$ cat config.mk
export PLATFORM = sky130hd
export DESIGN_NAME = msp_spi_slave
export DESIGN_NICKNAME = d
export VERILOG_FILES = /design/src/include/msp_pkg.sv /design/src/design/msp_spi_slave.sv
export VERILOG_INCLUDE_DIRS = /design/src /design/src/include
export SDC_FILE = /design/constraint.sdc
export NUM_CORES = 1
export LEC_CHECK = 0
export BUFFER_PORTS_ARGS = -buffer_cell sky130_fd_sc_hd__buf_2
export CAP_MARGIN = 15
export CORE_MARGIN = 2
export CORE_UTILIZATION = 53
export DETAILED_ROUTE_END_ITERATION = 7
export PLACE_DENSITY = 0.74
export SLEW_MARGIN = 15
export SYNTH_ARGS = -nofsm -noshare
export SYNTH_HDL_FRONTEND = slang
export SYNTH_SLANG_ARGS = --single-unit
$ cat constraint.sdc
create_clock -name clock -period 5.2 [get_ports clock]
set_clock_uncertainty 0.2 [all_clocks]
set_input_delay 0 -clock clock [delete_from_list [all_inputs] [get_ports clock]]
set_output_delay 0 -clock clock [all_outputs]
set_load 0.005 [all_outputs]
$ cat src/include/msp_defines.svh
`ifndef MSP_DEFINES_SVH
`define MSP_DEFINES_SVH

// ----------------------------------------------------------------------
// Command byte layout
// ----------------------------------------------------------------------
`define MSP_CMD_DIR_BIT 7
`define MSP_CMD_SPECIAL 8'hea
`define MSP_SP_WRITE_EN 8'he5
`define MSP_SP_WRITE_PROT 8'hdc
`define MSP_SP_CHAN_A 8'h5a
`define MSP_SP_CHAN_B 8'ha5
`define MSP_SP_RESET 8'hfa

// ----------------------------------------------------------------------
// Local register indices and their byte lengths
// ----------------------------------------------------------------------
`define MSP_IDX_CALIB_CHECKSUM 7'h2d
`define MSP_IDX_LAST_READ_ECHO 7'h44
`define MSP_IDX_LAST_WRITE_ECHO 7'h45
`define MSP_LEN_CALIB_CHECKSUM 3'd3
`define MSP_LEN_LAST_READ_ECHO 3'd4
`define MSP_LEN_LAST_WRITE_ECHO 3'd2
`define MSP_LEN_UNMAPPED 3'd1
`define MSP_LEN_MAX 3'd4

// ----------------------------------------------------------------------
// Interface choice pin level that selects the synchronous serial port
// ----------------------------------------------------------------------
`define MSP_CHOICE_SPI 1'b1

`endif

$ cat src/include/msp_pkg.sv
package msp_pkg;

  // Port state machine
  typedef enum logic [2:0] {
    ST_IDLE    = 3'b000,
    ST_CMD     = 3'b001,
    ST_LOAD    = 3'b010,
    ST_RDATA   = 3'b011,
    ST_WDATA   = 3'b100,
    ST_SPECIAL = 3'b101
  } msp_state_type;

  // Request toward the metering core register file
  typedef struct packed {
    logic [6:0] idx;
    logic wrStb;
    logic [31:0] wrData;
  } msp_reg_req_type;

  // Answer from the core: len 0 means the index does not exist
  typedef struct packed {
    logic [31:0] rdData;
    logic [2:0] len;
  } msp_reg_rsp_type;

  // Special command effects
  typedef struct packed {
    logic writeEnabled;
    logic chanASel;
    logic chanBSel;
    logic resetReq;
  } msp_special_type;

endpackage

$ cat src/design/msp_spi_slave.sv
`timescale 1ns/1ps
`include "msp_defines.svh"
// Behaviour
// RQ1 - Select falling edge starts command wait
// RQ2 - Select rising edge forces idle state
// RQ3 - Output changes on rise, input sampled fall
// RQ4 - Host drives on rise, samples on fall
// RQ5 - Output high impedance while select high
// RQ6 - Frame opens with eight-bit command byte
// RQ7 - Bit 7 direction, bits 6-0 index
// RQ8 - Marker 0xea: e5 enables, dc protects
// RQ9 - Codes 5a, a5, fa: A, B, reset
// RQ10 - Unmapped index reads as zero
// RQ11 - After data, wait for new command
// RQ12 - Bits shift most significant first
// RQ13 - Bytes shift most significant first
// RQ14 - Host leaves half-period gap between bytes
// RQ15 - Host raises select half-period after fall
// RQ16 - Read frame shifts register out on rises
// RQ17 - Protected writes need write enable first
// RQ18 - All read-write registers are protected
// RQ19 - Read data copied to echo 0x44
// RQ20 - Written data copied to echo 0x45
// RQ21 - Calibration checksum readable at 0x2d
// RQ22 - Choice pin selects synchronous or asynchronous
// RQ23 - Protected writes silently discarded
// RQ24 - Write enable persists until protect/reset

module msp_spi_slave (
  input wire logic clock,                             // 40 MHz system clock
  input wire logic rst_n,                             // Async reset, active low
  input wire logic chipSelectLow,                     // Select pin, active low
  input wire logic serialClock,                       // Link clock pin
  input wire logic hostToDevLine,                     // Serial data from host
  output logic devToHostLine,                         // Serial data to host
  output logic devToHostLineOe,                       // Output enable of data line
  input wire logic interfaceChoicePin,                // High selects this port
  output msp_pkg::msp_reg_req_type regReq,            // Core register request
  input wire msp_pkg::msp_reg_rsp_type regRsp,        // Core register answer
  input wire logic [23:0] calibChecksumIn,            // Checksum from core
  output msp_pkg::msp_special_type special            // Special command effects
);

  // ----------------------------------------------------------------------
  // Pin synchronisers
  // ----------------------------------------------------------------------
  logic sclkS1_q, sclkS2_q, sclkS3_q;
  logic csS1_q, csS2_q, csS3_q;
  logic mosiS1_q, mosiS2_q;
  logic choiceS1_q, choiceS2_q;

  // Two stages per pin; third stage on select and clock only finds edges
  always_ff @(posedge clock or negedge rst_n) begin
    if (!rst_n) begin
      sclkS1_q <= 1'b0;
      sclkS2_q <= 1'b0;
      sclkS3_q <= 1'b0;
      csS1_q <= 1'b1;
      csS2_q <= 1'b1;
      csS3_q <= 1'b1;
      mosiS1_q <= 1'b0;
      mosiS2_q <= 1'b0;
      choiceS1_q <= 1'b0;
      choiceS2_q <= 1'b0;
    end else begin
      sclkS1_q <= serialClock;
      sclkS2_q <= sclkS1_q;
      sclkS3_q <= sclkS2_q;
      csS1_q <= chipSelectLow;
      csS2_q <= csS1_q;
      csS3_q <= csS2_q;
      mosiS1_q <= hostToDevLine;
      mosiS2_q <= mosiS1_q;
      choiceS1_q <= interfaceChoicePin;
      choiceS2_q <= choiceS1_q;
    end
  end

  logic sclkRise, sclkFall, csFall, csRise, isSpi, selected, byteDone;
  logic [2:0] bitCnt_q, bitCnt_d;
  logic [7:0] rxShift_q, rxShift_d, rxByte;

  assign sclkRise = sclkS2_q & ~sclkS3_q;
  assign sclkFall = ~sclkS2_q & sclkS3_q;
  assign csFall = ~csS2_q & csS3_q;
  assign csRise = csS2_q & ~csS3_q;
  assign isSpi = (choiceS2_q == `MSP_CHOICE_SPI); // RQ22
  assign selected = isSpi & ~csS2_q;
  assign rxByte = {rxShift_q[6:0], mosiS2_q}; // RQ12
  assign byteDone = selected & sclkFall & (bitCnt_q == 3'd7);

  // ----------------------------------------------------------------------
  // Frame state
  // ----------------------------------------------------------------------
  msp_pkg::msp_state_type state_q, state_d;
  logic [7:0] cmd_q, cmd_d;
  logic [2:0] byteCnt_q, byteCnt_d;
  logic [31:0] txShift_q, txShift_d;
  logic [31:0] wrAcc_q, wrAcc_d;
  logic [31:0] rdEcho_q, rdEcho_d;
  logic [15:0] wrEcho_q, wrEcho_d;
  logic [23:0] checksum_q;
  logic txBit_q, txBit_d;
  logic oe_q, oe_d;
  msp_pkg::msp_reg_req_type req_q, req_d;
  msp_pkg::msp_special_type spc_q, spc_d;
  logic [31:0] rdVal;
  logic [2:0] rdLen, xferLen;
  logic localIdx;

  // Local registers answer ahead of the core
  always_comb begin
    localIdx = 1'b1;
    unique case (cmd_q[6:0])
      `MSP_IDX_CALIB_CHECKSUM: begin
        rdVal = {8'h00, checksum_q}; // RQ21
        rdLen = `MSP_LEN_CALIB_CHECKSUM;
      end
      `MSP_IDX_LAST_READ_ECHO: begin
        rdVal = rdEcho_q;
        rdLen = `MSP_LEN_LAST_READ_ECHO;
      end
      `MSP_IDX_LAST_WRITE_ECHO: begin
        rdVal = {16'h0000, wrEcho_q};
        rdLen = `MSP_LEN_LAST_WRITE_ECHO;
      end
      default: begin
        localIdx = 1'b0;
        rdLen = (regRsp.len > `MSP_LEN_MAX) ? `MSP_LEN_MAX : regRsp.len;
        rdVal = (rdLen == 3'd0) ? 32'h0000_0000 : regRsp.rdData; // RQ10
      end
    endcase
    xferLen = (rdLen == 3'd0) ? `MSP_LEN_UNMAPPED : rdLen;
  end

  // Next-state logic for the whole frame engine
  always_comb begin
    state_d = state_q;
    bitCnt_d = bitCnt_q;
    rxShift_d = rxShift_q;
    cmd_d = cmd_q;
    byteCnt_d = byteCnt_q;
    txShift_d = txShift_q;
    wrAcc_d = wrAcc_q;
    rdEcho_d = rdEcho_q;
    wrEcho_d = wrEcho_q;
    txBit_d = txBit_q;
    oe_d = selected; // RQ5
    req_d = req_q;
    req_d.wrStb = 1'b0;
    spc_d = spc_q;
    spc_d.chanASel = 1'b0;
    spc_d.chanBSel = 1'b0;
    spc_d.resetReq = 1'b0;
    if (csRise || !selected) begin
      // Deselect aborts wherever the frame stood
      state_d = msp_pkg::ST_IDLE; // RQ2
      bitCnt_d = 3'd0;
      txBit_d = 1'b0;
    end else if (csFall || state_q == msp_pkg::ST_IDLE) begin
      state_d = msp_pkg::ST_CMD; // RQ1
      bitCnt_d = 3'd0;
      txBit_d = 1'b0;
    end else begin
      if (sclkRise && state_q == msp_pkg::ST_RDATA) begin
        txBit_d = txShift_q[31]; // RQ3 RQ16
        txShift_d = {txShift_q[30:0], 1'b0};
      end
      if (sclkFall) begin
        rxShift_d = rxByte; // RQ3
        bitCnt_d = bitCnt_q + 3'd1;
      end
      if (state_q == msp_pkg::ST_LOAD) begin
        // Core answer is taken in the same cycle the index is presented on regReq
        byteCnt_d = xferLen;
        if (!cmd_q[`MSP_CMD_DIR_BIT]) begin
          txShift_d = rdVal << (6'd8 * (6'(`MSP_LEN_MAX) - 6'(xferLen))); // RQ13
          rdEcho_d = rdVal; // RQ19
          state_d = msp_pkg::ST_RDATA;
        end else begin
          wrAcc_d = 32'h0000_0000;
          state_d = msp_pkg::ST_WDATA;
        end
      end
      if (byteDone) begin
        unique case (state_q)
          msp_pkg::ST_CMD: begin
            cmd_d = rxByte; // RQ6
            if (rxByte == `MSP_CMD_SPECIAL) begin
              state_d = msp_pkg::ST_SPECIAL; // RQ8
            end else begin
              req_d.idx = rxByte[6:0]; // RQ7
              state_d = msp_pkg::ST_LOAD;
            end
          end
          msp_pkg::ST_SPECIAL: begin
            unique case (rxByte)
              `MSP_SP_WRITE_EN: spc_d.writeEnabled = 1'b1; // RQ8 RQ17
              `MSP_SP_WRITE_PROT: spc_d.writeEnabled = 1'b0; // RQ8 RQ24
              `MSP_SP_CHAN_A: spc_d.chanASel = 1'b1; // RQ9
              `MSP_SP_CHAN_B: spc_d.chanBSel = 1'b1; // RQ9
              `MSP_SP_RESET: begin
                spc_d.resetReq = 1'b1; // RQ9
                spc_d.writeEnabled = 1'b0; // RQ24
              end
              default: ;
            endcase
            state_d = msp_pkg::ST_CMD; // RQ11
          end
          msp_pkg::ST_RDATA: begin
            byteCnt_d = byteCnt_q - 3'd1;
            if (byteCnt_q == 3'd1) begin
              state_d = msp_pkg::ST_CMD; // RQ11
            end
          end
          msp_pkg::ST_WDATA: begin
            wrAcc_d = {wrAcc_q[23:0], rxByte}; // RQ13
            byteCnt_d = byteCnt_q - 3'd1;
            if (byteCnt_q == 3'd1) begin
              wrEcho_d = wrAcc_d[15:0]; // RQ20
              // Every writable register is protected; local ones are read-only
              if (spc_q.writeEnabled && !localIdx && rdLen != 3'd0) begin // RQ18 RQ23
                req_d.wrStb = 1'b1; // RQ17
                req_d.wrData = wrAcc_d;
              end
              state_d = msp_pkg::ST_CMD; // RQ11
            end
          end
          default: state_d = msp_pkg::ST_CMD;
        endcase
      end
    end
  end

  // Frame engine registers
  always_ff @(posedge clock or negedge rst_n) begin
    if (!rst_n) begin
      state_q <= msp_pkg::ST_IDLE;
      bitCnt_q <= 3'd0;
      rxShift_q <= 8'h00;
      cmd_q <= 8'h00;
      byteCnt_q <= 3'd0;
      txShift_q <= 32'h0000_0000;
      wrAcc_q <= 32'h0000_0000;
      rdEcho_q <= 32'h0000_0000;
      wrEcho_q <= 16'h0000;
      checksum_q <= 24'h00_0000;
      txBit_q <= 1'b0;
      oe_q <= 1'b0;
      req_q <= '0;
      spc_q <= '0;
    end else begin
      state_q <= state_d;
      bitCnt_q <= bitCnt_d;
      rxShift_q <= rxShift_d;
      cmd_q <= cmd_d;
      byteCnt_q <= byteCnt_d;
      txShift_q <= txShift_d;
      wrAcc_q <= wrAcc_d;
      rdEcho_q <= rdEcho_d;
      wrEcho_q <= wrEcho_d;
      checksum_q <= calibChecksumIn; // RQ21
      txBit_q <= txBit_d;
      oe_q <= oe_d;
      req_q <= req_d;
      spc_q <= spc_d;
    end
  end

  assign devToHostLine = txBit_q;
  assign devToHostLineOe = oe_q;
  assign regReq = req_q;
  assign special = spc_q;
endmodule

* Word-level counts from Yosys, hierarchy flattened
Cells that the tools add are included.
** Storage, ports and cells
- Memory bits (writable) :: 0
- Bits in read-only memories :: 0
- Memories kept :: 0
- Word-level logic and storage cells :: 134
- Bits of input ports :: 65
- Bits in latches :: 0
- Bits in registers :: 216
** Cells by class
- Div/mod/pow operators :: 0
- $lt $le $gt $ge :: 1
- Muxes and demuxes :: 44
- Shifts and indexed selects :: 1
- Reductions and logical operators :: 25
- Add/subtract/negate cells :: 3
- Bitwise gates (word level) :: 15
- Equal/unequal tests :: 16
- Multiply operators :: 0
** Operators by type and width (number)
- two-way mux 32 bit :: 8
- two-way mux 33 bit :: 6
- case mux 32 bit (3 select lines) :: 1
- two-way mux 3 bit :: 19
- == test 8 bit, second input constant :: 5
- left shift 32 x 6 -> 32 bit :: 1
- AND reduction 5 bit :: 3
- == test 7 bit, second input constant :: 2
- == test 3 bit, second input constant :: 3
- logical NOT 3 bit :: 3
- case mux 3 bit (3 select lines) :: 1
- nonzero test 3 bit :: 3
- == test 8 x 7 -> 1 bit, second input constant :: 1
- inverter 1 bit :: 8
- AND reduction 4 bit :: 2
- AND 1 bit :: 7
- == test 7 x 6 -> 1 bit, second input constant :: 1
- two-way mux 1 bit :: 7
- == test 3 x 1 -> 1 bit, second input constant :: 2
- == test 3 x 2 -> 1 bit, second input constant :: 2
- case mux 3 bit (2 select lines) :: 1
- AND reduction 6 bit :: 1
- OR reduction 2 bit :: 2
- adder 3 x 1 -> 3 bit, second input constant :: 1
- other kinds (11) :: 15

* Longest topological paths before layout
Gate-level depths: netlist of the first run.
- Word-level depth :: 12
- Mapped depth :: 12
- Depth with buffers taken out :: 10

* Worst setup path after synthesis of the first run
No wires, ideal clock.
- Path type :: reg2reg
- From :: register cmd_q[3]
- To :: register txShift_q[25]
- Setup time :: 0.120 ns
- Stages on the path, launching flop included :: 10
- Required time :: 4.880 ns
- Path slack :: 2.136 ns
- Arrival time :: 2.744 ns
- Period minus slack after synthesis :: 3.064 ns
- Buffers on the path :: 1
- Cells stage by stage :: dfrtp_1 > or3b_4 > nor2_4 > nor2_2 > inv_2 > clkbuf_1 > ha_1 > nor3_1 > a22oi_1 > a31o_1
** Between the ends
- Cells in the longest elaborated chain, start to end :: 8
** Ends and longest elaborated chain
- start: declaration :: line msp_spi_slave.sv:96 : logic [7:0] cmd_q, cmd_d;
- start signal: assignment :: line msp_spi_slave.sv:256 : cmd_q <= cmd_d;
- == test 7 bit / == test 7 x 6 -> 1 bit (equally long branches) :: line msp_spi_slave.sv:114 : unique case (cmd_q[6:0])
- case mux 3 bit (3 select lines) :: line msp_spi_slave.sv:114
- logical NOT 3 bit :: line msp_spi_slave.sv:133 : xferLen = (rdLen == 3'd0) ? `MSP_LEN_UNMAPPED : rdLen;
- two-way mux 3 bit :: line msp_spi_slave.sv:133
- subtractor 3 bit :: line msp_spi_slave.sv:177 : txShift_d = rdVal << (6'd8 * (6'(`MSP_LEN_MAX) - 6'(xferLen)));
- left shift 32 x 6 -> 32 bit * :: line msp_spi_slave.sv:177
- two-way mux 32 bit * :: line msp_spi_slave.sv:176 : if (!cmd_q[`MSP_CMD_DIR_BIT]) begin
- two-way mux 32 bit * :: line msp_spi_slave.sv:173 : if (state_q == msp_pkg::ST_LOAD) begin
- end signal: assignment :: line msp_spi_slave.sv:258 : txShift_q <= txShift_d;
- end: declaration :: line msp_spi_slave.sv:98 : logic [31:0] txShift_q, txShift_d;
Mark *: on every way between the ends. The rest lies on a longest branch, timed or not.
A chain may end at the register's enable or synchronous reset.

* Worst setup path in the final report of the first run
- From :: register cmd_q[3]
- To :: register txShift_q[22]
The elaborated chain is that of the path after synthesis.

==> flow_summary.ini, run 1 <==
[sta]
finalSetupViolCount = 0
max_freq_mhz = 230
slew_violations = 0
finalHoldViolCount = 0
tightest_slew_ns = 1.06
fin_setup_tns_ns = 0
finalCritPeriodShare_pct = 83.8
timing.final.ws_setup_ns = 0.844
holdWs_ns = 0.0867
maxSlewHeadroom_pct = 29.1
fin_crit_ns = 4.36
grt_setup_unrepaired = no

[pwr]
finalPower_mw = 3.53
power_leakage_nw = 5.47
vdd_ir_drop_max_v = 0.000296
pwr_density_cell_nw_per_um2 = 298

[synth]
yosys.area.top_type = dfrtp_1
syn_area_per_cell_um2 = 11.4
yosysWarnings = 0
ys_ff_latch = 208
ys.flop_type = dfrtp_1
syn_nets = 903
netlist_instances = 833
synth_top_area_share_pct = 54.0
ys_seq_area_share_pct = 54.8
async_flop_share_pct = 100
syn_area_um2 = 9500
synthTopCellsByArea = dfrtp_1 54%, mux2_1 5.3%, a22o_1 3.9%
synth_cell_types = 81
synth_edf_count = 0

[placed_design]
dp_cells = 1120
place_ws_ns = 1.02
place_area_um2 = 10200
place_hpwl_um = 17400
portBuffers = 110
gp_congestion = 0.934

[clocking]
cts_resized = 0
htree_num_levels = 1
cts_buffers = 22
cts_tree = done
cts_setup_buffers = 0
postCtsHoldBufs = 92
clock_sinks = 208
clk_latency_ns = 0.52
clk_pin_slew_ns = 0.07
cts_buffer_depth = 3
cts_root_buf = clkbuf_16

[route]
dr.pass1.iters = 5
routed_via_density = 6.22
drt_iter0_markers = 751
wl_um = 27400
drt.antenna.violating_nets = 0
num_vias = 7772
drc = 0
wl_per_cell_um = 21.9

[finish]
nFillCells = 1295
fin_area_um2 = 11800
finalNonFillerCells = 1249
antenna_cells = 0
area_delta_synth_final_pct = 24.6
layout_common_cells = 205 x dfrtp_1, 109 x buf_2, 91 x dlygate4sd3_1
fin_util_pct = 68.0
drive_gt1_share_pct = 20.8
nets = 1081
final_common_cell = dfrtp_1

[floorplan]
num_rows = 48
die_h_um = 138
dieWidth_um = 138
core-area_um2 = 17400
num_io_pins = 111
die_area_um2 = 19000
initial_utilization_pct = 54.6

[global_route]
grt_pass1_vias = 7591
overflow = 0
grt_util_all_layers_pct = 29.3
grt_pass1_wl_um = 42300
grt_start_max_net_pins = 168
antenna_found_initial = 0

[flow_run]
maxCapViolations = 0

[min_path]
worstHoldStart = regRsp[34]
whs_path_depth = 3
hold_path.class = in -> reg
min_delay_worst_endpoint = rdEcho_q[31]$_DFFE_PN0P_

[worst_setup_path]
rr_worst_depth = 10
worstPathRequired_ns = 5.40
crit_type = reg -> reg
rr_endpoint = txShift_q[22]$_DFFE_PN0P_
cp_max_fo = 27
crit_arrival_ns = 4.55
r2r_start = cmd_q[3]$_DFFE_PN0P_
start_kind = flop
r2r_slack_ns = 0.84
end_kind = flop

[outcome]
status = complete, no violations
-- synth_stat cells, types with 7 or more instances --
cell	n
a211oi_1	9
a21oi_1	30
a22o_1	42
a22oi_1	26
a311o_1	10
a31oi_1	7
a32oi_1	9
and3_1	14
buf_2	22
clkbuf_1	31
dfrtp_1	205
inv_1	9
mux2_1	45
mux2_2	25
mux2i_1	11
nand2_1	77
nand3_1	8
nand4_1	7
nor2_1	45
nor3_1	18
o21ai_0	30
o22ai_1	24
-- where the power goes --
part,total (mW),internal (mW),leakage [nW],switching (mW)
registers,1.66,1.64,2.55,0.0208
logic,0.264,0.114,2.56,0.150
clock network,1.60,0.944,0.358,0.660
total,3.53,2.70,5.47,0.830
-- registers in the layout, summed over array words and instances (netlist names), 4 cells and up --
signal	count
wrEcho_q	16
wrAcc_q	24
rxShift_q	7
checksum_q	24
regReq	40
cmd_q	8
txShift_q	32
rdEcho_q	32
special	4
-- cell type report --
type / instances / area, µm² / area share (%)
Clock inverter: 12 / 165 / 1.39
Timing Repair Buffer: 213 / 1590 / 13.4
Sequential cell: 208 / 5210 / 44.0
Clock buffer: 25 / 572 / 4.83
Tap cell: 225 / 282 / 2.38
Multi-Input combinational cell: 556 / 3990 / 33.7
Inverter: 10 / 37.5 / 0.317
-- layer usage --
metal | track usage (%) | wire length, µm | share of wire (%) | vias to the layer above
li1 | - | - | - | 3472
met1 | 40.2 | 11700 | 43 | 3843
met2 | 47.3 | 12600 | 46 | 382
met3 | 4.75 | 1890 | 6.9 | 75
met4 | 11.1 | 1120 | 4.1 | 0
met5 | 0 | 0 | 0 | -
-- kinds of logic (layout without fill, tap and decap cells) --
kind of cell	after synthesis	count (layout)	synth area share, %
DFF	208	208	54.8
buffers and inverters	69	260	3.25
muxes	81	81	9.45
and+or+nand+nor	232	232	13.4
AOI/OAI and AO/OA	235	235	18.1
xor gates and xnor gates	3	3	0.356
adders and majority gates	5	5	0.658
-- worst max path at each step --
stage                                    start                         to  slack (ns)
after detailed placement  cmd_q[5]$_DFFE_PN0P_  txShift_q[22]$_DFFE_PN0P_        1.02
final                     cmd_q[3]$_DFFE_PN0P_  txShift_q[22]$_DFFE_PN0P_        0.84
after CTS                 cmd_q[5]$_DFFE_PN0P_  txShift_q[25]$_DFFE_PN0P_        0.99
after global routing      cmd_q[5]$_DFFE_PN0P_  txShift_q[19]$_DFFE_PN0P_        0.59
after global placement    cmd_q[5]$_DFFE_PN0P_  txShift_q[25]$_DFFE_PN0P_        1.10
after floorplan           cmd_q[3]$_DFFE_PN0P_  txShift_q[25]$_DFFE_PN0P_        2.14
-- worst max-delay path, cell delays in order (launching register included) --
cell	delay, ns
dfrtp_1	0.69
and3b_1	0.59
a2bb2oi_2	0.15
nor2_2	0.12
buf_4	0.25
inv_2	0.23
ha_1	0.64
nor3_1	0.87
o2bb2ai_1	0.19
a211oi_1	0.07
nor4_1	0.23
Note: power is estimated with default switching activity, not from simulation.
==> run 2, diff against run 1 <==
==> constraint.sdc (replaced) <==
create_clock -name clock -period 4.52 [get_ports clock]
set_clock_uncertainty 0.2 [all_clocks]
set_input_delay 0 -clock clock [delete_from_list [all_inputs] [get_ports clock]]
set_output_delay 0 -clock clock [all_outputs]
set_load 0.005 [all_outputs]
==> run 2 against run 1 <==
Routed wire length is 1.2% lower. Sequential share of layout area is 0.33 points lower. Sequential cell count stayed put. Worst hold slack worse by 0.079 ns. Register-to-register slack worse by 0.34 ns. Worst setup slack worse by 0.34 ns. Clock power is 25% higher. Power is 19% higher.
==> flow_summary.ini, run 2 (same netlist as run 1, synthesis figures left out) <==
[placed_design]
portBuffers = 110
place_area_um2 = 10200
gp_congestion = 0.938
place_hpwl_um = 17200
dp_cells = 1125
place_ws_ns = 0.639

[floorplan]
core-area_um2 = 17400
die_area_um2 = 19000
num_io_pins = 111
initial_utilization_pct = 54.6
num_rows = 48
dieWidth_um = 138
die_h_um = 138

[route]
wl_um = 27100
wl_per_cell_um = 21.5
drt_iter0_markers = 739
num_vias = 7750
routed_via_density = 6.16
drt.antenna.violating_nets = 0
drc = 0
dr.pass1.iters = 6

[finish]
fin_util_pct = 68.5
area_delta_synth_final_pct = 25.6
finalNonFillerCells = 1258
nets = 1085
layout_common_cells = 205 x dfrtp_1, 109 x buf_2, 90 x dlygate4sd3_1
final_common_cell = dfrtp_1
largest_reg_flops = 40
nFillCells = 1308
fin_area_um2 = 11900
drive_gt1_share_pct = 21.4

[clocking]
clock_sinks = 208
cts_buffer_depth = 3
cts_tree = done
clk_latency_ns = 0.52
cts_root_buf = clkbuf_16
cts_setup_buffers = 0
htree_num_levels = 1
clk_pin_slew_ns = 0.07
cts_buffers = 23

[worst_setup_path]
worstPathRequired_ns = 4.75
r2r_slack_ns = 0.51
r2r_start = cmd_q[5]$_DFFE_PN0P_
end_kind = flop
crit_arrival_ns = 4.25
rr_worst_depth = 10
start_kind = flop
crit_path_end = txShift_q[21]$_DFFE_PN0P_
crit_type = reg -> reg
cp_max_fo = 23
rr_endpoint = txShift_q[21]$_DFFE_PN0P_
worstSetupStartpoint = cmd_q[5]$_DFFE_PN0P_

[sta]
grt_setup_unrepaired = no
fin_setup_tns_ns = 0
tightest_slew_ns = 0.991
holdWs_ns = 0.00804
fin_crit_ns = 4.01
finalCritPeriodShare_pct = 88.8
max_freq_mhz = 249
finalHoldViolCount = 0
timing.final.ws_setup_ns = 0.508
maxSlewHeadroom_pct = 33.5
slew_violations = 0
finalSetupViolCount = 0

[global_route]
grt_pass1_wl_um = 42300
antenna_found_initial = 1
grt_util_all_layers_pct = 29.0
grt_start_max_net_pins = 120
grt_pass1_vias = 7774
overflow = 0

[pwr]
pwr_density_cell_nw_per_um2 = 353
power_leakage_nw = 5.52
finalPower_mw = 4.21
vdd_ir_drop_max_v = 0.000483

[flow_run]
maxCapViolations = 0

[outcome]
status = complete, no violations

[min_path]
hold_path.class = in -> async
## run 2: worst min path at each step
stage | start | end
2_1_floorplan | rst_n | bitCnt_q[0]$_DFFE_PN0P_
3_3_place_gp | chipSelectLow | csS1_q$_DFF_PN1_
3_5_place_dp | chipSelectLow | csS1_q$_DFF_PN1_
4_1_cts | rst_n | checksum_q[21]$_DFF_PN0_
5_1_grt | regRsp[27] | rdEcho_q[24]$_DFFE_PN0P_
6_report | rst_n | checksum_q[22]$_DFF_PN0_
## run 2: cell type report
type,count,area (µm²),share of cell area (%)
flip-flops and latches,208,5210,43.7
multi-input cells,556,3990,33.5
repair buffers,216,1590,13.3
clock buffers,32,669,5.61
well taps,225,282,2.36
clock inverters,10,148,1.24
inverters,10,37.5,0.315
diodes,1,2.50,0.0210
## run 2: worst max-delay path: stages (launching register included)
cell	delay, ns
dfrtp_1	0.68
and3b_1	0.60
a2bb2oi_2	0.15
nor2_2	0.10
buf_4	0.23
inv_2	0.05
ha_1	0.56
a21oi_1	0.84
a22o_1	0.27
o21ai_1	0.06
a21oi_1	0.17
## run 2: power breakdown
group	internal (mW)	switching, mW
clock network	1.22	0.780
logic	0.132	0.170
registers	1.89	0.0235
## run 2: repair_timing
item                                   4_1_cts  5_1_grt
endpoints found under the hold margin      201        0
hold buffers                                90        0
resized for setup                            0        0
## run 2: metal layers
layer / global-route usage [%] / part of all wire (%) / vias up
met2: 47.2 / 47 / 336
met5: 0 / 0 / -
li1: - / - / 3500
met4: 11.0 / 3.7 / 0
met3: 4.28 / 5.8 / 68
met1: 39.8 / 43 / 3846
